===== src/pfc_pkg.sv =====
package pfc_pkg;
	// ----------------------------------------
	// Timing
	// ----------------------------------------
	localparam int CLK_NS         = 40;
	localparam int RC_NS          = 100;
	localparam int WP_NS          = 50;
	localparam int WPH_NS         = 30;
	localparam int RP_NS          = 500;
	localparam int RH_NS          = 50;
	localparam int READY_ALGO_NS  = 20000;
	localparam int POLL_WAIT_NS   = 4000;
	localparam int BYTE_Z_NS      = 25;
	localparam int RC_CYC         = (RC_NS + CLK_NS - 1) / CLK_NS;
	localparam int WP_CYC         = (WP_NS + CLK_NS - 1) / CLK_NS;
	localparam int WPH_CYC        = (WPH_NS + CLK_NS - 1) / CLK_NS;
	localparam int RP_CYC         = (RP_NS + CLK_NS - 1) / CLK_NS;
	localparam int RH_CYC         = (RH_NS + CLK_NS - 1) / CLK_NS;
	localparam int READY_CYC      = (READY_ALGO_NS + CLK_NS - 1) / CLK_NS;
	localparam int POLL_CYC       = (POLL_WAIT_NS + CLK_NS - 1) / CLK_NS;
	localparam int BYTE_Z_CYC     = (BYTE_Z_NS + CLK_NS - 1) / CLK_NS;
	localparam int TMR_W          = 10;
	localparam int DQ_W           = 16;
	// ----------------------------------------
	// Register map
	// ----------------------------------------
	localparam logic [7:0] OFS_CTRL   = 8'h00;
	localparam logic [7:0] OFS_ADDR   = 8'h04;
	localparam logic [7:0] OFS_WDATA  = 8'h08;
	localparam logic [7:0] OFS_CMD    = 8'h0c;
	localparam logic [7:0] OFS_STATUS = 8'h10;
	localparam logic [7:0] OFS_RDATA  = 8'h14;
	localparam int CTRL_BYTE   = 0;
	localparam int STS_BUSY    = 0;
	localparam int STS_POLL_OK = 1;
	localparam int STS_WAITED  = 2;
	localparam int STS_SUSP    = 3;
	localparam int STS_RDY_PIN = 4;
	localparam int STS_REWAIT  = 5;
	localparam int TOGGLE_BIT  = 6;
	localparam logic       CTRL_BYTE_RST = 1'b0;
	localparam logic [3:0] ENG_CNT_RST   = 4'h0;

	typedef enum logic [2:0] {
		OP_READ    = 3'b000,
		OP_WRITE   = 3'b001,
		OP_PROG    = 3'b010,
		OP_SUSPEND = 3'b011,
		OP_RESUME  = 3'b100,
		OP_POLL    = 3'b101,
		OP_RESET   = 3'b110,
		OP_NONE    = 3'b111
	} pfc_op_type;

	typedef enum logic [2:0] {
		ST_IDLE      = 3'b000,
		ST_DISPATCH  = 3'b001,
		ST_CYCLE     = 3'b010,
		ST_RST_LOW   = 3'b011,
		ST_RST_WAIT  = 3'b100,
		ST_POLL_GATE = 3'b101,
		ST_POLL_RD   = 3'b110,
		ST_POLL_CHK  = 3'b111
	} pfc_state_type;

	typedef enum logic [1:0] {
		E_IDLE    = 2'b00,
		E_STROBE  = 2'b01,
		E_RECOVER = 2'b10
	} pfc_eng_type;
endpackage

module pfc_bus_cycle #(
	parameter int ADDR_W = 21
) (
	input  wire logic              core_clk,
	input  wire logic              resetn,
	input  wire logic              start,
	input  wire logic              is_write,
	input  wire logic [ADDR_W-1:0] addr,
	input  wire logic [pfc_pkg::DQ_W-1:0] wdata,
	input  wire logic              byte_mode,
	input  wire logic [pfc_pkg::DQ_W-1:0] dq_in,
	output logic                   ce_n,
	output logic                   oe_n,
	output logic                   we_n,
	output logic [ADDR_W-1:0]      addr_o,
	output logic [pfc_pkg::DQ_W-1:0] dq_out,
	output logic                   dq_oe_n,
	output logic [pfc_pkg::DQ_W-1:0] rdata,
	output logic                   done
);
	import pfc_pkg::*;

	pfc_eng_type estate;
	logic [3:0]  cnt;
	logic        wr;

	// ----------------------------------------
	// One bus cycle: strobe then recovery
	// ----------------------------------------
	always_ff @(posedge core_clk or negedge resetn) begin
		if (!resetn) begin
			estate  <= E_IDLE;
			cnt     <= ENG_CNT_RST;
			wr      <= 1'b0;
			ce_n    <= 1'b1;
			oe_n    <= 1'b1;
			we_n    <= 1'b1;
			addr_o  <= '0;
			dq_out  <= '0;
			dq_oe_n <= 1'b1;
			rdata   <= '0;
			done    <= 1'b0;
		end else begin
			done <= 1'b0;
			case (estate)
				E_IDLE: begin
					if (start) begin
						wr      <= is_write;
						ce_n    <= 1'b0;
						oe_n    <= is_write;
						we_n    <= !is_write;
						addr_o  <= addr;
						dq_out  <= byte_mode ? {8'h00, wdata[7:0]} : wdata;
						dq_oe_n <= !is_write;
						cnt     <= is_write ? 4'(WP_CYC - 1) : 4'(RC_CYC - 1);
						estate  <= E_STROBE;
					end
				end
				E_STROBE: begin
					if (cnt != 4'h0) begin
						cnt <= cnt - 4'h1;
					end else begin
						if (!wr) begin
							rdata <= byte_mode ? {8'h00, dq_in[7:0]} : dq_in;
						end
						// Both strobes rise so toggle bits advance
						ce_n   <= 1'b1;
						oe_n   <= 1'b1;
						we_n   <= 1'b1;
						cnt    <= 4'(WPH_CYC - 1);
						estate <= E_RECOVER;
					end
				end
				E_RECOVER: begin
					if (cnt != 4'h0) begin
						cnt <= cnt - 4'h1;
					end else begin
						dq_oe_n <= 1'b1;
						done    <= 1'b1;
						estate  <= E_IDLE;
					end
				end
				default: begin
					estate <= E_IDLE;
				end
			endcase
		end
	end

	property p_read_strobe;
		@(posedge core_clk) disable iff (!resetn)
		$fell(oe_n) |-> !oe_n [*3] ##1 oe_n;
	endproperty
	a_read_strobe: assert property (p_read_strobe) else $error("read strobe width wrong");

	property p_toggle_pulse;
		@(posedge core_clk) disable iff (!resetn)
		$fell(oe_n) |-> $past(ce_n) && $fell(ce_n);
	endproperty
	a_toggle_pulse: assert property (p_toggle_pulse) else $error("no select pulse before read");

	property p_write_pulse;
		@(posedge core_clk) disable iff (!resetn)
		$fell(we_n) |-> !we_n [*2] ##1 (we_n && !dq_oe_n);
	endproperty
	a_write_pulse: assert property (p_write_pulse) else $error("write pulse width wrong");
endmodule


===== src/pfc_flash_ctrl.sv =====
module pfc_flash_ctrl #(
	parameter int ADDR_W = 21
) (
	input  wire logic                     core_clk,
	input  wire logic                     resetn,
	input  wire logic                     hsel,
	input  wire logic [31:0]              haddr,
	input  wire logic [1:0]               htrans,
	input  wire logic                     hwrite,
	input  wire logic [2:0]               hsize,
	input  wire logic [31:0]              hwdata,
	input  wire logic                     hready,
	output logic [31:0]                   hrdata,
	output logic                          hreadyout,
	output logic                          hresp,
	output logic                          flash_reset_n,
	output logic                          flash_ce_n,
	output logic                          flash_oe_n,
	output logic                          flash_we_n,
	output logic                          flash_byte_n,
	output logic [ADDR_W-1:0]             flash_addr,
	output logic [pfc_pkg::DQ_W-1:0]      flash_dq_out,
	output logic                          flash_dq_oe_n,
	input  wire logic [pfc_pkg::DQ_W-1:0] flash_dq_in,
	input  wire logic                     ready_busy_n
);
	import pfc_pkg::*;

	if (ADDR_W < 2 || ADDR_W > 30) begin : g_bad_addr
		$error("ADDR_W out of range");
	end

	pfc_state_type          state;
	pfc_op_type             op_reg;
	logic                   wr_pend;
	logic [7:0]             wr_ofs;
	logic                   byte_mode;
	logic [ADDR_W-1:0]      addr_reg;
	logic [DQ_W-1:0]        wdata_reg;
	logic [DQ_W-1:0]        rdata_reg;
	logic [DQ_W-1:0]        eng_rdata;
	logic                   eng_done;
	logic                   eng_start;
	logic                   eng_write;
	logic [1:0]             settle;
	logic [TMR_W-1:0]       tmr;
	logic [TMR_W-1:0]       wait_cnt;
	logic                   wait_elapsed;
	logic                   suspended;
	logic                   rewait;
	logic                   poll_ok;
	logic                   have_prev;
	logic                   prev_toggle;
	logic                   poll_equal;
	logic                   cmd_take;
	logic                   ctrl_take;
	logic [31:0]            status_word;
	logic [31:0]            next_hrdata;

	// ----------------------------------------
	// AHB-Lite slave
	// ----------------------------------------
	assign hreadyout = 1'b1;
	assign hresp     = 1'b0;
	assign cmd_take  = wr_pend && wr_ofs == OFS_CMD && state == ST_IDLE;
	assign ctrl_take = wr_pend && wr_ofs == OFS_CTRL && state == ST_IDLE;

	always_ff @(posedge core_clk or negedge resetn) begin
		if (!resetn) begin
			wr_pend <= 1'b0;
			wr_ofs  <= 8'h00;
		end else if (hready) begin
			wr_pend <= hsel && htrans[1] && hwrite;
			wr_ofs  <= haddr[7:0];
		end
	end

	always_comb begin
		status_word              = 32'h0000_0000;
		status_word[STS_BUSY]    = state != ST_IDLE;
		status_word[STS_POLL_OK] = poll_ok;
		status_word[STS_WAITED]  = wait_elapsed;
		status_word[STS_SUSP]    = suspended;
		status_word[STS_RDY_PIN] = ready_busy_n;
		status_word[STS_REWAIT]  = rewait;
		case (haddr[7:0])
			OFS_CTRL:   next_hrdata = {31'h0, byte_mode};
			OFS_ADDR:   next_hrdata = 32'(addr_reg);
			OFS_WDATA:  next_hrdata = {16'h0000, wdata_reg};
			OFS_CMD:    next_hrdata = {29'h0, op_reg};
			OFS_STATUS: next_hrdata = status_word;
			OFS_RDATA:  next_hrdata = {16'h0000, rdata_reg};
			default:    next_hrdata = 32'h0000_0000;
		endcase
	end

	always_ff @(posedge core_clk or negedge resetn) begin
		if (!resetn) begin
			hrdata <= 32'h0000_0000;
		end else if (hready && hsel && htrans[1] && !hwrite) begin
			hrdata <= next_hrdata;
		end
	end

	always_ff @(posedge core_clk or negedge resetn) begin
		if (!resetn) begin
			addr_reg  <= '0;
			wdata_reg <= '0;
		end else if (wr_pend && wr_ofs == OFS_ADDR) begin
			addr_reg <= hwdata[ADDR_W-1:0];
		end else if (wr_pend && wr_ofs == OFS_WDATA) begin
			wdata_reg <= hwdata[DQ_W-1:0];
		end
	end

	// ----------------------------------------
	// Width select and settle time
	// ----------------------------------------
	always_ff @(posedge core_clk or negedge resetn) begin
		if (!resetn) begin
			byte_mode    <= CTRL_BYTE_RST;
			flash_byte_n <= !CTRL_BYTE_RST;
			settle       <= 2'b00;
		end else if (ctrl_take && hwdata[CTRL_BYTE] != byte_mode) begin
			byte_mode    <= hwdata[CTRL_BYTE];
			flash_byte_n <= !hwdata[CTRL_BYTE];
			settle       <= 2'(BYTE_Z_CYC);
		end else if (settle != 2'b00) begin
			settle <= settle - 2'b01;
		end
	end

	// ----------------------------------------
	// Main sequencer
	// ----------------------------------------
	assign poll_equal = have_prev && prev_toggle == eng_rdata[TOGGLE_BIT];
	assign eng_write  = state == ST_DISPATCH && op_reg != OP_READ && op_reg != OP_POLL;

	always_comb begin
		eng_start = 1'b0;
		case (state)
			ST_DISPATCH:  eng_start = settle == 2'b00 && op_reg != OP_POLL && op_reg != OP_RESET;
			ST_POLL_GATE: eng_start = wait_elapsed || suspended;
			ST_POLL_CHK:  eng_start = !ready_busy_n && !poll_equal;
			default:      eng_start = 1'b0;
		endcase
	end

	always_ff @(posedge core_clk or negedge resetn) begin
		if (!resetn) begin
			state         <= ST_IDLE;
			op_reg        <= OP_NONE;
			tmr           <= '0;
			flash_reset_n <= 1'b1;
			rdata_reg     <= '0;
			poll_ok       <= 1'b0;
			have_prev     <= 1'b0;
			prev_toggle   <= 1'b0;
		end else begin
			case (state)
				ST_IDLE: begin
					if (cmd_take) begin
						op_reg <= pfc_op_type'(hwdata[2:0]);
						state  <= ST_DISPATCH;
					end
				end
				ST_DISPATCH: begin
					if (settle == 2'b00) begin
						if (op_reg == OP_RESET) begin
							flash_reset_n <= 1'b0;
							tmr           <= TMR_W'(RP_CYC - 1);
							state         <= ST_RST_LOW;
						end else if (op_reg == OP_POLL) begin
							poll_ok   <= 1'b0;
							have_prev <= 1'b0;
							state     <= ST_POLL_GATE;
						end else begin
							state <= ST_CYCLE;
						end
					end
				end
				ST_CYCLE: begin
					if (eng_done) begin
						if (op_reg == OP_READ) begin
							rdata_reg <= eng_rdata;
						end
						state <= ST_IDLE;
					end
				end
				ST_RST_LOW: begin
					if (tmr != '0) begin
						tmr <= tmr - 1'b1;
					end else begin
						flash_reset_n <= 1'b1;
						tmr           <= TMR_W'(READY_CYC + RH_CYC - 1);
						state         <= ST_RST_WAIT;
					end
				end
				ST_RST_WAIT: begin
					if (tmr != '0) begin
						tmr <= tmr - 1'b1;
					end else begin
						state <= ST_IDLE;
					end
				end
				ST_POLL_GATE: begin
					if (eng_start) begin
						state <= ST_POLL_RD;
					end
				end
				ST_POLL_RD: begin
					if (eng_done) begin
						state <= ST_POLL_CHK;
					end
				end
				ST_POLL_CHK: begin
					rdata_reg <= eng_rdata;
					if (ready_busy_n || poll_equal) begin
						poll_ok <= 1'b1;
						state   <= ST_IDLE;
					end else begin
						prev_toggle <= eng_rdata[TOGGLE_BIT];
						have_prev   <= 1'b1;
						state       <= ST_POLL_RD;
					end
				end
				default: begin
					state <= ST_IDLE;
				end
			endcase
		end
	end

	// ----------------------------------------
	// Status poll wait and suspend tracking
	// ----------------------------------------
	assign wait_elapsed = wait_cnt == '0;

	always_ff @(posedge core_clk or negedge resetn) begin
		if (!resetn) begin
			wait_cnt  <= '0;
			suspended <= 1'b0;
			rewait    <= 1'b0;
		end else if (state == ST_RST_LOW) begin
			wait_cnt  <= '0;
			suspended <= 1'b0;
			rewait    <= 1'b0;
		end else if (state == ST_CYCLE && eng_done && op_reg == OP_PROG) begin
			wait_cnt  <= TMR_W'(POLL_CYC);
			suspended <= 1'b0;
			rewait    <= 1'b0;
		end else if (state == ST_CYCLE && eng_done && op_reg == OP_SUSPEND) begin
			suspended <= 1'b1;
			rewait    <= !wait_elapsed;
		end else if (state == ST_CYCLE && eng_done && op_reg == OP_RESUME) begin
			suspended <= 1'b0;
			rewait    <= 1'b0;
			wait_cnt  <= rewait ? TMR_W'(POLL_CYC) : '0;
		end else if (!suspended && !wait_elapsed) begin
			wait_cnt <= wait_cnt - 1'b1;
		end
	end

	pfc_bus_cycle #(
		.ADDR_W (ADDR_W)
	) u_cycle (
		.core_clk  (core_clk),
		.resetn    (resetn),
		.start     (eng_start),
		.is_write  (eng_write),
		.addr      (addr_reg),
		.wdata     (wdata_reg),
		.byte_mode (byte_mode),
		.dq_in     (flash_dq_in),
		.ce_n      (flash_ce_n),
		.oe_n      (flash_oe_n),
		.we_n      (flash_we_n),
		.addr_o    (flash_addr),
		.dq_out    (flash_dq_out),
		.dq_oe_n   (flash_dq_oe_n),
		.rdata     (eng_rdata),
		.done      (eng_done)
	);

	property p_reset_recovery;
		@(posedge core_clk) disable iff (!resetn)
		$rose(flash_reset_n) |-> flash_oe_n [*8];
	endproperty
	a_reset_recovery: assert property (p_reset_recovery) else $error("read too soon after reset");

	property p_ready_done;
		@(posedge core_clk) disable iff (!resetn)
		state == ST_POLL_CHK && ready_busy_n |=> state == ST_IDLE && poll_ok;
	endproperty
	a_ready_done: assert property (p_ready_done) else $error("ready not taken at once");

	property p_poll_gate;
		@(posedge core_clk) disable iff (!resetn)
		state == ST_POLL_GATE && !suspended && wait_cnt != '0 |=> state == ST_POLL_GATE && flash_oe_n;
	endproperty
	a_poll_gate: assert property (p_poll_gate) else $error("status read before wait");

	property p_rewait;
		@(posedge core_clk) disable iff (!resetn)
		state == ST_CYCLE && eng_done && op_reg == OP_RESUME && rewait |=> wait_cnt == TMR_W'(POLL_CYC) ##1 !wait_elapsed;
	endproperty
	a_rewait: assert property (p_rewait) else $error("wait not reapplied");

	property p_no_rewait;
		@(posedge core_clk) disable iff (!resetn)
		state == ST_CYCLE && eng_done && op_reg == OP_RESUME && !rewait |=> wait_elapsed && !suspended;
	endproperty
	a_no_rewait: assert property (p_no_rewait) else $error("needless wait after resume");

	property p_toggle_done;
		@(posedge core_clk) disable iff (!resetn)
		state == ST_POLL_CHK && !ready_busy_n && !poll_equal |=> state == ST_POLL_RD && !poll_ok;
	endproperty
	a_toggle_done: assert property (p_toggle_done) else $error("poll ended while toggling");
endmodule


===== config.mk =====
export PLATFORM = sky130hd
export DESIGN_NAME = pfc_flash_ctrl
export DESIGN_NICKNAME = d
export VERILOG_FILES = /design/src/pfc_pkg.sv /design/src/pfc_flash_ctrl.sv
export SDC_FILE = /design/constraint.sdc
export NUM_CORES = 1
export LEC_CHECK = 0
export BUFFER_PORTS_ARGS = -buffer_cell sky130_fd_sc_hd__buf_2
export CAP_MARGIN = 20
export CORE_MARGIN = 1.5
export CORE_UTILIZATION = 50
export DETAILED_ROUTE_END_ITERATION = 8
export PLACE_DENSITY_LB_ADDON = 0.2
export SYNTH_ARGS = -nofsm -noshare
export SYNTH_HDL_FRONTEND = slang
export SYNTH_SLANG_ARGS = --single-unit
export TNS_END_PERCENT = 1

===== constraint.sdc =====
create_clock -name core_clk -period 2.65 [get_ports core_clk]
set_input_delay 0.3975 -clock core_clk [delete_from_list [all_inputs] [get_ports core_clk]]
set_output_delay 0.3975 -clock core_clk [all_outputs]
set_load 0.05 [all_outputs]

# After elaboration in Yosys (flattened, before gate mapping)

Index checks and enable logic that the tools add are counted.

Register bits: 195
Word-level logic and storage cells: 221
Bits of input ports: 91

Muxes and demuxes: 68
Bitwise logic cells: 4
Reduce and logical (&&, ||, !) cells: 70
Add/sub/neg operators: 4
Equal/unequal tests: 45

Operators with widths:

| kind                    | count |
|---|---|
| $pmux W21 S6            | 1 |
| $mux W10                | 9 |
| $mux W16                | 4 |
| $eq A8 B4 Y1 const B    | 4 |
| $pmux W16 S2            | 1 |
| $mux W3                 | 10 |
| $pmux W10 S3            | 1 |
| $ne A2 B2 Y1 const B    | 12 |
| $pmux W3 S8             | 1 |
| $logic_and A1 B1 Y1     | 23 |
| $eq A3 B3 Y1 const B    | 7 |
| $mux W1                 | 21 |
| $sub A10 B1 Y10 const B | 2 |
| $reduce_and A3 Y1       | 6 |
| $eq A8 B3 Y1 const B    | 2 |
| $eq A8 B5 Y1 const B    | 2 |
| $logic_not A8 Y1        | 2 |
| $pmux W1 S2             | 7 |
| $reduce_bool A2 Y1      | 7 |
| $eq A3 B2 Y1 const B    | 4 |
| $mux W2                 | 6 |
| $mux W4                 | 3 |
| $ne A2 B1 Y1 const B    | 6 |
| $pmux W4 S3             | 1 |
| 24 further kinds        | 49 |

# Longest topological paths before layout

Gate-level depths: netlist of run 1.

Depth after elaboration: 8
Mapped depth: 9
Mapped depth without buffers: 7

# By module

From an unflattened synthesis of run 1, not the netlist that was laid out.

Cells, all modules: 719
Area total of the unflattened synthesis: 8,639.5 um2

By module, submodules not included:

| module         | cells each | area each (um2) | instances |
|---|---|---|---|
| pfc_flash_ctrl | 516        | 5,868.1         | 1 |
| pfc_bus_cycle  | 203        | 2,771.4         | 1 |

# Least setup slack after synthesis of run 1

Ideal clock, no wire load.

Kind: register -> register
Start point: register wr_ofs[5]
End point: register wdata_reg[10]
Arrival: 1.989 ns
Stages on the path, launching flop included: 7
Required time: 2.525 ns
Setup time: 0.125 ns
Setup slack: 0.537 ns
Cell sequence: dfrtp_1 or4_1 nor4_1 nor2b_1 buf_4 buf_6 mux2_2

Cells in the longest elaborated chain, start to end: 4
Elaborated cells on any way between the ends: 6
Those cells by class: 2 x eq/ne; 1 x bitwise; 3 x reduce/logical

RTL lines:

| element                              | RTL line              | source |
|---|---|---|
| from (decl)                          | pfc_flash_ctrl.sv:36  | `logic [7:0] wr_ofs;` |
| from (signal assigned)               | pfc_flash_ctrl.sv:74  | `wr_ofs <= haddr[7:0];` |
| $eq A8 B3 Y1                         | pfc_flash_ctrl.sv:109 | `end else if (wr_pend && wr_ofs == OFS_ADDR) begin` |
| $logic_and A1 B1 Y1                  | pfc_flash_ctrl.sv:109 |  |
| $not A1 Y1 (no source line)          | --                    |  |
| $reduce_and A2 Y1 (no source line) * | --                    |  |
| to (signal assigned)                 | pfc_flash_ctrl.sv:112 | `wdata_reg <= hwdata[DQ_W-1:0];` |
| to (decl)                            | pfc_flash_ctrl.sv:39  | `logic [DQ_W-1:0] wdata_reg;` |

Mark *: on every way between the ends. The rest lies on a longest branch, timed or not.
A chain may end at the register's enable or synchronous reset.

# Final worst setup path of run 1

Start point: register wr_ofs[5]
End point: register wdata_reg[7]

The elaborated chain is that of the path after synthesis.

==> results of run 1 <==
==> power groups by stage <==
stage | Combinational, µW | Sequential, µW | Clock, µW
6_report | 3770 | 4150 | 2540
3_3_place_gp | 3640 | 4150 | 0
2_1_floorplan | 1960 | 4930 | 0
4_1_cts | 3790 | 4150 | 2580
3_5_place_dp | 3760 | 4190 | 0
5_1_grt | 4100 | 4250 | 2710
==> kinds of logic after synthesis <==
logic type | synth area share
flip-flops | 0.533
multiplexers | 0.152
buffers and inverters | 0.0445
AND/OR/NAND/NOR | 0.118
XOR/XNOR | 0.0121
adder cells (fa/ha/maj) | 0.0116
other | 0.000867
AO/OA/AOI/OAI | 0.129
==> what timing repair did <==
| action | CTS | global route |
|---|---|---|
| hold buffers | 1 | 0 |
| setup endpoints to repair | 0 | 0 |
| hold endpoints to repair | 56 | 0 |
==> routing by layer <==
| layer | share of wire | vias to the layer above | global-route usage |
|---|---|---|---|
| li1 | - | 2926 | - |
| met5 | 0 | - | 0 |
| met3 | 0.057 | 52 | 0.0518 |
| met2 | 0.48 | 209 | 0.393 |
| met1 | 0.43 | 3108 | 0.311 |
| met4 | 0.032 | 0 | 0.103 |
==> per-stage QoR <==
step           cells   util
2_1_floorplan    758      -
3_3_place_gp    1074  0.573
3_5_place_dp    1074  0.573
4_1_cts         1107  0.609
5_1_grt         1108  0.609
6_report        1110  0.609
==> layout by cell type, fill, tap and decap left out, drive strengths merged, types with 15 or more instances in the layout <==
cell    netlist  routed
dfrtp       175     175
buf          28     147
mux2        114     114
nand2        62      62
o21ai        49      49
inv          27      36
a21oi        33      33
nor2         33      33
clkbuf       23      19
nand2b       15      15
==> area by class of cell <==
class                      instances  area share
antenna                            3    0.000735
inverter                          27     0.00993
multi-input combinational        496       0.364
timing repair buffer             148      0.0889
clock inverter                    13      0.0143
sequential                       184       0.452
tap                              220      0.0270
clock buffer                      19      0.0434
==> worst max-delay path: stages (launching register included) <==
cell and delay [ns]:
dfrtp_1 0.39, or4_1 0.57, nor4_1 0.45, nor2b_1 0.35
buf_12 0.20, mux2_2 0.35
==> worst paths after layout <==
kind                                        start                             to  slack [ns]  cells past startpoint
max in group asynchronous                  resetn       u_cycle.we_n$_DFFE_PN1P_        1.31                      3
max reg2reg                 wr_ofs[5]$_DFFE_PN0P_       wdata_reg[7]$_DFFE_PN0P_        0.23                      5
min reg2reg                hrdata[17]$_DFFE_PN0P_         hrdata[17]$_DFFE_PN0P_        0.48                      2
min                                    hwdata[19]       addr_reg[19]$_DFFE_PN0P_        0.20                      2
max                         wr_ofs[5]$_DFFE_PN0P_       wdata_reg[7]$_DFFE_PN0P_        0.23                      5
min in group asynchronous                  resetn  u_cycle.addr_o[3]$_DFFE_PN0P_        0.52                      2
==> results by stage, run 1 <==
Synth:
- Among all flip-flop cells after synthesis, the most frequent one is dfrtp_1.
- The share of flip-flops with an asynchronous set or reset after synthesis is 1.00.
- The count of synthesis-stage warnings from yosys is 0.
- The number of flip-flops and latches in the synthesized netlist is approximately 180.
- Counting every instance in the synthesized netlist gives ~750.
- The top cell type's share of synthesized area is 0.505.
- The post-synthesis sequential area ratio is 0.533.
- After synthesis, the most frequently instantiated cells are dfrtp_1 (175), mux2_2 (114), nand2_1 (61).
- Dividing the synthesized area by the synthesized cell count gives roughly 12 µm².
- The number of distinct standard cells referenced by the synthesized netlist is 79.
- In the post-synthesis netlist, the cell with the most instances is dfrtp_1.
- The largest total area in the synthesized netlist belongs to dfrtp_1.
- Sorting the synthesized cells by area gives the leading types as dfrtp_1 (51%), mux2_2 (15%), dfstp_2 (2.7%).
- The netlist area before placement is roughly 8700 µm².
- The synthesized design contains 0 enable-type register cells.

Timing:
- Across all hold checks on the routed design, the worst slack comes to roughly 0.2 ns.
- The setup violation total in the final timing report is 0.
- Setup slack on the critical path of the routed design comes to 0.230 ns.
- For this run, the top clock speed supported by timing is between 400 and 500 MHz.
- Setup repair after global routing left no endpoint under its margin.
- The remaining max-slew budget at the tightest pin is 0.506.
- For the finished layout, the period the worst path requires is approximately 2.4 ns.
- The clock skew after layout is around 0.013 ns.
- The final max-slew violation count is 0.
- The final setup TNS is 0 ns.
- The transition at the pin with the smallest max-transition slack is 0.731 ns.
- The number of endpoints with negative hold slack in the final report is 0.
- The share of the cycle needed by the critical path after routing is 0.913.

Layout:
- Summing all non-filler instances in the final layout gives an area of approximately 10000 µm².
- The multi-input combinational cells in the finished layout cover a total of 3710 µm².
- The ratio of cells with drive above 1 in the final layout is 0.363.
- The final-layout fill cell count is 1370.
- The number of nets in the final layout is 973.
- The area growth from synthesis to layout is 17.8%.
- The register area is approximately 4600 µm².

Global route:
- The first global-routing pass estimated approximately 34000 µm of wire.
- The pin count of the biggest net entering global routing is 67.
- For this run, the total global-route usage over all layers was measured as 0.240.
- The initial antenna violation count is 3.
- The via count of the first global-routing pass is approximately 6500.
- The residual overflow from global routing is 0.

Placed design:
- The standard cell area after detailed placement is 9600 µm².
- The post-DP HPWL is ~15000 µm.
- The count of buffers added on input and output ports is around 120.
- The final weighted congestion in routability-driven placement is between 0.8 and 0.9.
- The worst setup timing slack at the placement stage is 0.196 ns.

Clock network:
- The longest clock path from root to sink contains 2 buffers.
- The number of sinks on the clock net is around 180.
- Clock-pin slew was measured on the worst setup and hold paths at roughly 0.070 ns.
- The quantity of gates resized following cts is 0.
- The number of post-CTS setup repair buffers is 0.
- At the later pin of the worst-skew pair, clock insertion delay measures ~0.44 ns.
- The cell sitting at the root of the clock tree is a clkbuf_16.
- The CTS tree is built.
- In this run the number of H-tree levels came out at 4.
- The number of buffers inserted during clock tree synthesis is 17.

Hold path:
- The class of the tightest hold or removal check is input pin to flip-flop.

Route:
- The routed layout has about 6300 vias.
- The number of remaining DRC errors is 0.
- The count of antenna-violating nets left after detailed routing is 0.
- For this run, the detailed router's first-pass iteration total came to 5.
- Using the TritonRoute via totals, the vias-per-cell ratio works out to 5.67.
- For this block, the initial DRC count from the detailed router was between 400 and 500.
- After detailed routing, the average wire length per cell comes to about 19 µm.
- The routed wire length is 20600 µm.

Power and ir drop:
- The leakage power summed over all cells is roughly 0.0047 µW.
- The worst-case IR drop observed on VDD is between 0.0005 and 0.0006 V.
- The overall power is approximately 10000 µW.
- Cell internal power was estimated by the tool at approximately 6400 µW.
- Summed over all nets, the switching power comes to 4110 µW.
- The relative contribution of sequential cells to total power is 0.397.
- The total power per unit cell area is 1030 nW/µm².
- The switching power share of the total is 0.393.
- The proportion of power drawn by the clock network is 0.243.
- The relative contribution of combinational cells to total power is 0.360.

Floorplan:
- The initial cell density of the core is 0.517.
- The floorplan step defined a die boundary enclosing 18100 µm².
- The floorplan row count is 47.
- In this run the standard cell core region covers between 15000 and 20000 µm².
- The die is 135 µm wide.
- The y dimension of the die is 135 µm.
- The I/O pin total is about 170.

Setup path:
- The class of the most critical setup path is flip-flop to flip-flop.
- The required time at the endpoint of the critical path is about 3.0 ns.
- The maximum fanout along the worst path is 13.
- The data arrival at the endpoint of the critical path is about 2.7 ns.
- The endpoint class of the critical path is a flip-flop.
- The nature of the critical path startpoint is a flip-flop.

Outcome:
- The run finished with clean final reports.

Job:
- The max capacitance violation total is 0.
No activity file was read; power rests on OpenSTA's default activity.
==> run 2, diff against run 1 <==
REMOVE_ABC_BUFFERS = 1   (was unset)
==> run 2 against run 1 <==
Compared with the run above: clock power about the same; routed wire length fell by 2.3%; flip-flop and latch count stayed put; combinational power down 2%; count of clock-buffer cells in the layout is 2 lower; fmax grew 1.7%; setup slack gained 0.039 ns; final area is 0.50% lower; critical path depth increased by 1; non-clock buffer count fell by 4; total power is 1.1% lower; via count up 1.1%.
==> results by stage, run 2 (same netlist as run 1, synthesis figures left out) <==
Floorplan:
- The I/O pin total is 168 (unchanged).
- The horizontal die dimension is 135 µm (unchanged).
- The die outline area came to 18100 µm² (unchanged).
- The placeable core area is 16800 µm² (unchanged).
- The initial cell density of the core came to 0.517 (unchanged).
- The floorplan row count is 47 (unchanged).
- The y dimension of the die was 135 µm (unchanged).

Setup path:
- The end of the worst register-to-register path was wait_cnt[6]$_DFFE_PN0P_ (was wdata_reg[7]$_DFFE_PN0P_).
- The largest delay contributor family on the critical path was compound AO/OA/AOI/OAI gates (was simple AND/OR/NAND/NOR gates).
- The buffer and inverter count on the worst path is 1 (unchanged).
- The cell type of the slowest stage on the worst timing path is o41ai_1 (was or4_1).
- Cell Chain, Critical Path: buf_4 > or3b_1 > o41ai_1 > a21oi_1 > o21ai_0 > o21ai_0 (was or4_1 > nor4_1 > nor2b_1 > buf_12 > mux2_2).
- The required time at the endpoint of the critical path was 2.96 ns (was 2.97 ns).
- The data arrival at the endpoint of the critical path came to 2.69 ns (was 2.74 ns).
- The nature of the critical path startpoint is a flip-flop (unchanged).
- The number of cells on the worst reg-to-reg path was 6 (was 5).
- The class of the most critical setup path was flip-flop to flip-flop (unchanged).
- The maximum fanout along the worst path is 15 (was 13).
- The register-to-register setup slack came to 0.27 ns (was 0.23 ns).
- The startpoint of the worst-slack reg-to-reg timing path was state[0]$_DFFE_PN0P_ (was wr_ofs[5]$_DFFE_PN0P_).
- The endpoint class of the critical path is a flip-flop (unchanged).
- The largest incremental delay on the critical path is 0.63 ns (was 0.57 ns).
- Counting stages on the worst path, the most repeated cell is o21ai_0.

Timing:
- The remaining max-slew budget at the tightest pin came to 0.573 (was 0.506).
- The share of the cycle needed by the critical path after routing was 0.898 (was 0.913).
- Unrepaired setup endpoints after global routing: no (unchanged).
- The final max-slew violation count is 0 (unchanged).
- The final setup TNS is 0 ns (unchanged).
- The setup violation total in the final timing report is 0 (unchanged).
- The number of endpoints with negative hold slack in the final report came to 0 (unchanged).
- The highest clock rate was 420 MHz (was 413 MHz).
- The transition at the pin with the smallest max-transition slack is 0.632 ns (was 0.731 ns).
- The time the worst path needs with I/O delays and setup is 2.38 ns (was 2.42 ns).
- The clock skew after layout was 0.0101 ns (was 0.0128 ns).

Placed design:
- The number of port buffers came to 115 (unchanged).
- The post-DP HPWL is 13900 µm (was 14500 µm).
- The final weighted congestion in routability-driven placement is 0.874 (was 0.864).

Clock network:
- The number of post-CTS setup repair buffers is 0 (unchanged).
- The number of sinks on the clock net is 184 (unchanged).
- The clock insertion delay at the later pin of the skew report is 0.44 ns (about the same).
- The root cell of the clock tree is clkbuf_16 (unchanged).
- The clock transition at the registers of the reported paths came to 0.07 ns (about the same).
- The number of buffers inserted during clock tree synthesis came to 17 (unchanged).
- The quantity of gates resized following cts was 0 (unchanged).
- The number of buffers on the longest clock path is 2 (unchanged).
- The count of H-tree levels built during CTS was 4 (unchanged).
- The CTS tree is built (unchanged).

Power and ir drop:
- The proportion of power drawn by the clock network is 0.243 (about the same).
- The switching power share of the total is 0.393 (about the same).
- The relative contribution of sequential cells to total power was 0.400 (was 0.397).
- The total power per unit cell area is 1020 nW/µm² (was 1030 nW/µm²).
- The leakage power summed over all cells is 0.00471 µW (was 0.00474 µW).
- The internal power is 6280 µW (was 6360 µW).
- The relative contribution of combinational cells to total power came to 0.358 (was 0.360).
- The overall power was 10300 µW (was 10500 µW).
- The total net switching power was 4070 µW (was 4110 µW).
- The maximum vdd drop is 0.000525 V (was 0.000591 V).

Route:
- The initial DRC count is 484 (was 456).
- The routed wire length is 20100 µm (was 20600 µm).
- The first-pass iteration count of the detailed router is 5 (unchanged).
- The number of remaining DRC errors came to 0 (unchanged).
- The average via count per standard cell came to 5.77 (was 5.67).
- The count of antenna-violating nets left after detailed routing is 0 (unchanged).
- The detailed-route wire length per cell is 18.3 µm (was 18.6 µm).
- The total via count after detailed routing is 6366 (was 6295).

Hold path:
- The worst hold path cell count was 2 (unchanged).
- The hold path endpoint is u_cycle.rdata[2]$_DFFE_PN0P_ (was addr_reg[19]$_DFFE_PN0P_).
- The class of the tightest hold or removal check is input pin to flip-flop (unchanged).
- The critical hold path startpoint is flash_dq_in[2] (was hwdata[19]).

Global route:
- The first-pass GRT wire length was 32900 µm (was 33800 µm).
- The pin count of the biggest net entering global routing is 74 (was 67).
- The via count of the first global-routing pass is 6423 (was 6518).
- The residual overflow from global routing was 0 (unchanged).
- The initial antenna violation count is 2 (was 3).
- The global-route usage over all layers came to 0.233 (was 0.240).

Layout:
- The growth of design area from synthesis to finish is 17.2% (was 17.8%).
- The number of nets in the final layout was 969 (was 973).
- The most common cell after layout, fill and taps aside is dfrtp_1 (unchanged).
- Leading cell types in the layout, fill and taps excluded: dfrtp_1 (175), mux2_2 (114), buf_2 (114), nand2_1 (61), o21ai_0 (37) (unchanged).
- The ratio of cells with drive above 1 in the final layout is 0.362 (was 0.363).
- The final core utilization was 0.606 (was 0.609).

Outcome:
- Status: complete, no violations (unchanged).

Job:
- The max capacitance violation total is 0 (unchanged).
run 2: changes by cell type in the layout (fill, tap and decap cells not counted), moves of 2 or more:
| cell | before | now |
|---|---|---|
| clkinvlp_4 | 1 | 3 |
| buf_4 | 26 | 24 |
| diode_2 | 3 | 1 |
| clkinv_4 | 2 | 0 |
| clkinv_2 | 0 | 2 |
| inv_8 | 5 | 2 |
| buf_12 | 6 | 4 |
| clkinv_8 | 0 | 2 |
run 2: worst reg2reg max path: stages (launching register included):
cell	delay, ns
dfrtp_1	0.54
buf_4	0.24
or3b_1	0.47
o41ai_1	0.63
a21oi_1	0.08
o21ai_0	0.18
o21ai_0	0.11
run 2: metal layers:
layer / vias to the layer above / global-route usage / part of all wire
met3: 31 / 0.0458 / 0.052
li1: 2922 / - / -
met4: 0 / 0.0854 / 0.019
met2: 176 / 0.383 / 0.50
met1: 3237 / 0.309 / 0.43
met5: - / 0 / 0
run 2: metrics by stage:
stage	setup slack (ns)	instances	cell area [µm²]	hold slack, ns
2_1_floorplan	-0.133	707	8420	0.102
3_3_place_gp	0.345	1070	9560	0.391
3_5_place_dp	0.335	1070	9560	0.392
4_1_cts	0.293	1103	10200	0.177
5_1_grt	0.120	1104	10200	0.177
6_report	0.270	1104	10200	0.188
run 2: final cells by class:
type / instances / area [µm²]
diodes: 1 / 2.50
clock buffers: 17 / 425
clock inverters: 15 / 161
fillers: 1393 / 6600
inverters: 27 / 101
multi-input cells: 496 / 3720
flip-flops and latches: 184 / 4620
well taps: 220 / 275
repair buffers: 144 / 852
run 2: how the worst max path moves through the flow:
stage          cells past startpoint                       start                             to
6_report                           6        state[0]$_DFFE_PN0P_        wait_cnt[6]$_DFFE_PN0P_
5_1_grt                            7  u_cycle.cnt[0]$_DFFE_PN0P_     u_cycle.cnt[3]$_DFFE_PN0P_
4_1_cts                            5        state[2]$_DFFE_PN0P_        wait_cnt[9]$_DFFE_PN0P_
3_5_place_dp                       5        state[2]$_DFFE_PN0P_        wait_cnt[9]$_DFFE_PN0P_
3_3_place_gp                       7                    haddr[0]          hrdata[3]$_DFFE_PN0P_
2_1_floorplan                      5       op_reg[0]$_DFFE_PN1P_  u_cycle.addr_o[0]$_DFFE_PN0P_
run 2: power by group through the flow:
| stage | sequential (µW) | combinational [µW] | clock (µW) |
|---|---|---|---|
| global placement | 4130 | 3560 | 0 |
| global route | 4240 | 4010 | 2690 |
| finish | 4140 | 3700 | 2510 |
| detailed placement | 4180 | 3700 | 0 |
| CTS | 4130 | 3720 | 2560 |
| floorplan | 4980 | 1830 | 0 |
run 2: repair_timing:
action | CTS | global route
endpoints found under the setup margin | 0 | 0
hold endpoints to repair | 48 | 0
hold buffers | 1 | 0
==> run 3, diff against run 2 <==
CORE_MARGIN = 2   (was 1.5)
==> run 3 against run 2 <==
Compared with the run above: sequential share of layout area is 0.26 points higher; global-route usage is essentially flat; highest routed layer unchanged; count of clock-buffer cells in the layout is 2 higher; die area up 1.5%; largest cell class unchanged; via count shrank 0.90%; flip-flop and latch count stayed put; combinational power hardly changed.
==> results by stage, run 3 (same netlist as run 1, synthesis figures left out) <==
Outcome:
- Status: complete, no violations (unchanged).

Setup path:
- The largest delay contributor family on the critical path is simple AND/OR/NAND/NOR gates (was compound AO/OA/AOI/OAI gates).
- The class of the most critical setup path was flip-flop to flip-flop (unchanged).
- Cell Chain, Critical Path: nor3b_1 > a41oi_4 > or4b_4 > or4_1 > a21oi_1 (was buf_4 > or3b_1 > o41ai_1 > a21oi_1 > o21ai_0 > o21ai_0).
- The cell type of the slowest stage on the worst timing path is dfrtp_1 (was o41ai_1).
- The nature of the critical path startpoint is a flip-flop (unchanged).
- The maximum fanout along the worst path is 17 (was 15).
- The required time at the endpoint of the critical path is 3.01 ns (was 2.96 ns).
- The largest incremental delay on the critical path came to 0.66 ns (was 0.63 ns).
- The endpoint class of the critical path is a flip-flop (unchanged).
- The buffer and inverter count on the worst path is 0 (was 1).
- The data arrival at the endpoint of the critical path is 2.75 ns (was 2.69 ns).

Route:
- The total via count after detailed routing is 6309 (was 6366).
- The detailed-route wire length per cell came to 18.3 µm (about the same).
- The number of remaining DRC errors is 0 (unchanged).
- The first-pass iteration count of the detailed router was 4 (was 5).
- The routed wire length came to 20200 µm (was 20100 µm).
- The average via count per standard cell was 5.73 (was 5.77).
- The initial DRC count is 441 (was 484).
- The count of antenna-violating nets left after detailed routing is 0 (unchanged).

Power and ir drop:
- The total power per unit cell area is 1020 nW/µm² (about the same).
- The leakage power summed over all cells is 0.00468 µW (was 0.00471 µW).
- The maximum vdd drop came to 0.000551 V (was 0.000525 V).
- The relative contribution of sequential cells to total power is 0.400 (about the same).
- The relative contribution of combinational cells to total power is 0.356 (was 0.358).
- The internal power is 6340 µW (was 6280 µW).
- The total net switching power is 3990 µW (was 4070 µW).
- The switching power share of the total is 0.386 (was 0.393).
- The proportion of power drawn by the clock network is 0.244 (was 0.243).

Placed design:
- The number of port buffers is 115 (unchanged).
- The final weighted congestion in routability-driven placement is 0.895 (was 0.874).
- The post-DP HPWL is 13900 µm (about the same).
- The worst setup timing slack at the placement stage came to 0.291 ns (was 0.335 ns).

Floorplan:
- The die outline area was 18400 µm² (was 18100 µm²).
- The placeable core area is 17100 µm² (was 16800 µm²).
- The initial cell density of the core is 0.506 (was 0.517).
- The horizontal die dimension is 136 µm (was 135 µm).
- The I/O pin total is 168 (unchanged).
- The y dimension of the die is 136 µm (was 135 µm).
- The floorplan row count came to 48 (was 47).

Global route:
- The global-route usage over all layers is 0.233 (about the same).
- The via count of the first global-routing pass is 6395 (was 6423).
- The residual overflow from global routing is 0 (unchanged).
- The first-pass GRT wire length is 33300 µm (was 32900 µm).
- The pin count of the biggest net entering global routing was 64 (was 74).
- The initial antenna violation count is 0 (was 2).

Layout:
- The antenna diode count is 0 (was 1).
- The most common cell after layout, fill and taps aside is dfrtp_1 (unchanged).
- The number of nets in the final layout is 964 (was 969).
- The ratio of cells with drive above 1 in the final layout is 0.356 (was 0.362).
- Leading cell types in the layout, fill and taps excluded: dfrtp_1 (175), mux2_2 (114), buf_2 (114), nand2_1 (61), o21ai_0 (37) (unchanged).
- The growth of design area from synthesis to finish came to 16.5% (was 17.2%).

Timing:
- Unrepaired setup endpoints after global routing: no (unchanged).
- The minimum setup slack in the final design is 0.258 ns (was 0.270 ns).
- The time the worst path needs with I/O delays and setup came to 2.39 ns (was 2.38 ns).
- The setup violation total in the final timing report was 0 (unchanged).
- The transition at the pin with the smallest max-transition slack is 0.952 ns (was 0.632 ns).
- The highest clock rate is 418 MHz (was 420 MHz).
- The remaining max-slew budget at the tightest pin is 0.366 (was 0.573).
- The number of endpoints with negative hold slack in the final report was 0 (unchanged).
- The share of the cycle needed by the critical path after routing is 0.903 (was 0.898).
- The final setup TNS was 0 ns (unchanged).
- The final max-slew violation count is 0 (unchanged).
- The clock skew after layout is 0.00855 ns (was 0.0101 ns).

Hold path:
- The class of the tightest hold or removal check is input pin to flip-flop (unchanged).

Clock network:
- The CTS tree is built (unchanged).
- The number of buffers on the longest clock path is 2 (unchanged).
- The quantity of gates resized following cts is 0 (unchanged).
- The count of H-tree levels built during CTS is 4 (unchanged).
- The root cell of the clock tree is clkbuf_16 (unchanged).
- The clock transition at the registers of the reported paths came to 0.07 ns (about the same).
- The number of sinks on the clock net is 184 (unchanged).
- The number of buffers inserted during clock tree synthesis is 17 (unchanged).
- The clock insertion delay at the later pin of the skew report is 0.44 ns (about the same).

Job:
- The max capacitance violation total is 0 (unchanged).
run 3: cell types whose count changed in the layout (fill, tap and decap cells not counted), sizes merged:
cell / previous run / this run
diode: 1 / 0
clkinvlp: 3 / 1
buf: 143 / 138
clkbuf: 17 / 19
inv: 34 / 32
bufinv: 1 / 2
run 3: final timing paths:
path | from | endpoint | slack [ns] | cells after the start
worst max-delay path | state[2]$_DFFE_PN0P_ | wait_cnt[9]$_DFFE_PN0P_ | 0.26 | 5
worst min-delay path | flash_dq_in[0] | u_cycle.rdata[0]$_DFFE_PN0P_ | 0.19 | 2
worst max register to register | state[2]$_DFFE_PN0P_ | wait_cnt[9]$_DFFE_PN0P_ | 0.26 | 5
worst min register to register | hrdata[20]$_DFFE_PN0P_ | hrdata[20]$_DFFE_PN0P_ | 0.48 | 2
max in group asynchronous | resetn | u_cycle.rdata[10]$_DFFE_PN0P_ | 1.34 | 3
min in group asynchronous | resetn | hrdata[17]$_DFFE_PN0P_ | 0.51 | 2
run 3: repair_timing:
action | CTS | global route
endpoints found under the hold margin | 54 | 0
setup buffers | 0 | 0
hold buffers | 1 | 0
run 3: layer usage:
layer,vias up,track usage,wire (µm)
met1,3178,0.315,8830
met2,190,0.385,10100
met4,0,0.0689,303
met5,-,0,0
li1,2914,-,-
met3,27,0.0438,996
run 3: power by group through the flow:
stage          Clock (µW)  Combinational (µW)  Sequential (µW)
2_1_floorplan           0                1830             4980
3_3_place_gp            0                3550             4110
3_5_place_dp            0                3680             4160
4_1_cts              2560                3690             4120
5_1_grt              2680                4000             4230
6_report             2520                3680             4120
run 3: final cells by class:
| type | instances | area [µm²] |
|---|---|---|
| inverters | 27 | 101 |
| fillers | 1437 | 7020 |
| repair buffers | 139 | 802 |
| clock inverters | 12 | 141 |
| clock buffers | 19 | 433 |
| multi-input cells | 496 | 3720 |
| flip-flops and latches | 184 | 4620 |
| well taps | 225 | 282 |
run 3: per-stage QoR:
| step | cell area (µm²) | total power [µW] | utilization | hold slack [ns] | cells |
|---|---|---|---|---|---|
| final | 10100 | 10300 | 0.590 | 0.193 | 1102 |
| after global routing | 10100 | 10900 | 0.590 | 0.188 | 1102 |
| after CTS | 10100 | 10400 | 0.590 | 0.183 | 1102 |
| after detailed placement | 9510 | 7850 | 0.556 | 0.420 | 1070 |
| after global placement | 9510 | 7660 | 0.556 | 0.418 | 1070 |
| after floorplan | 8420 | 6810 | - | 0.102 | 707 |
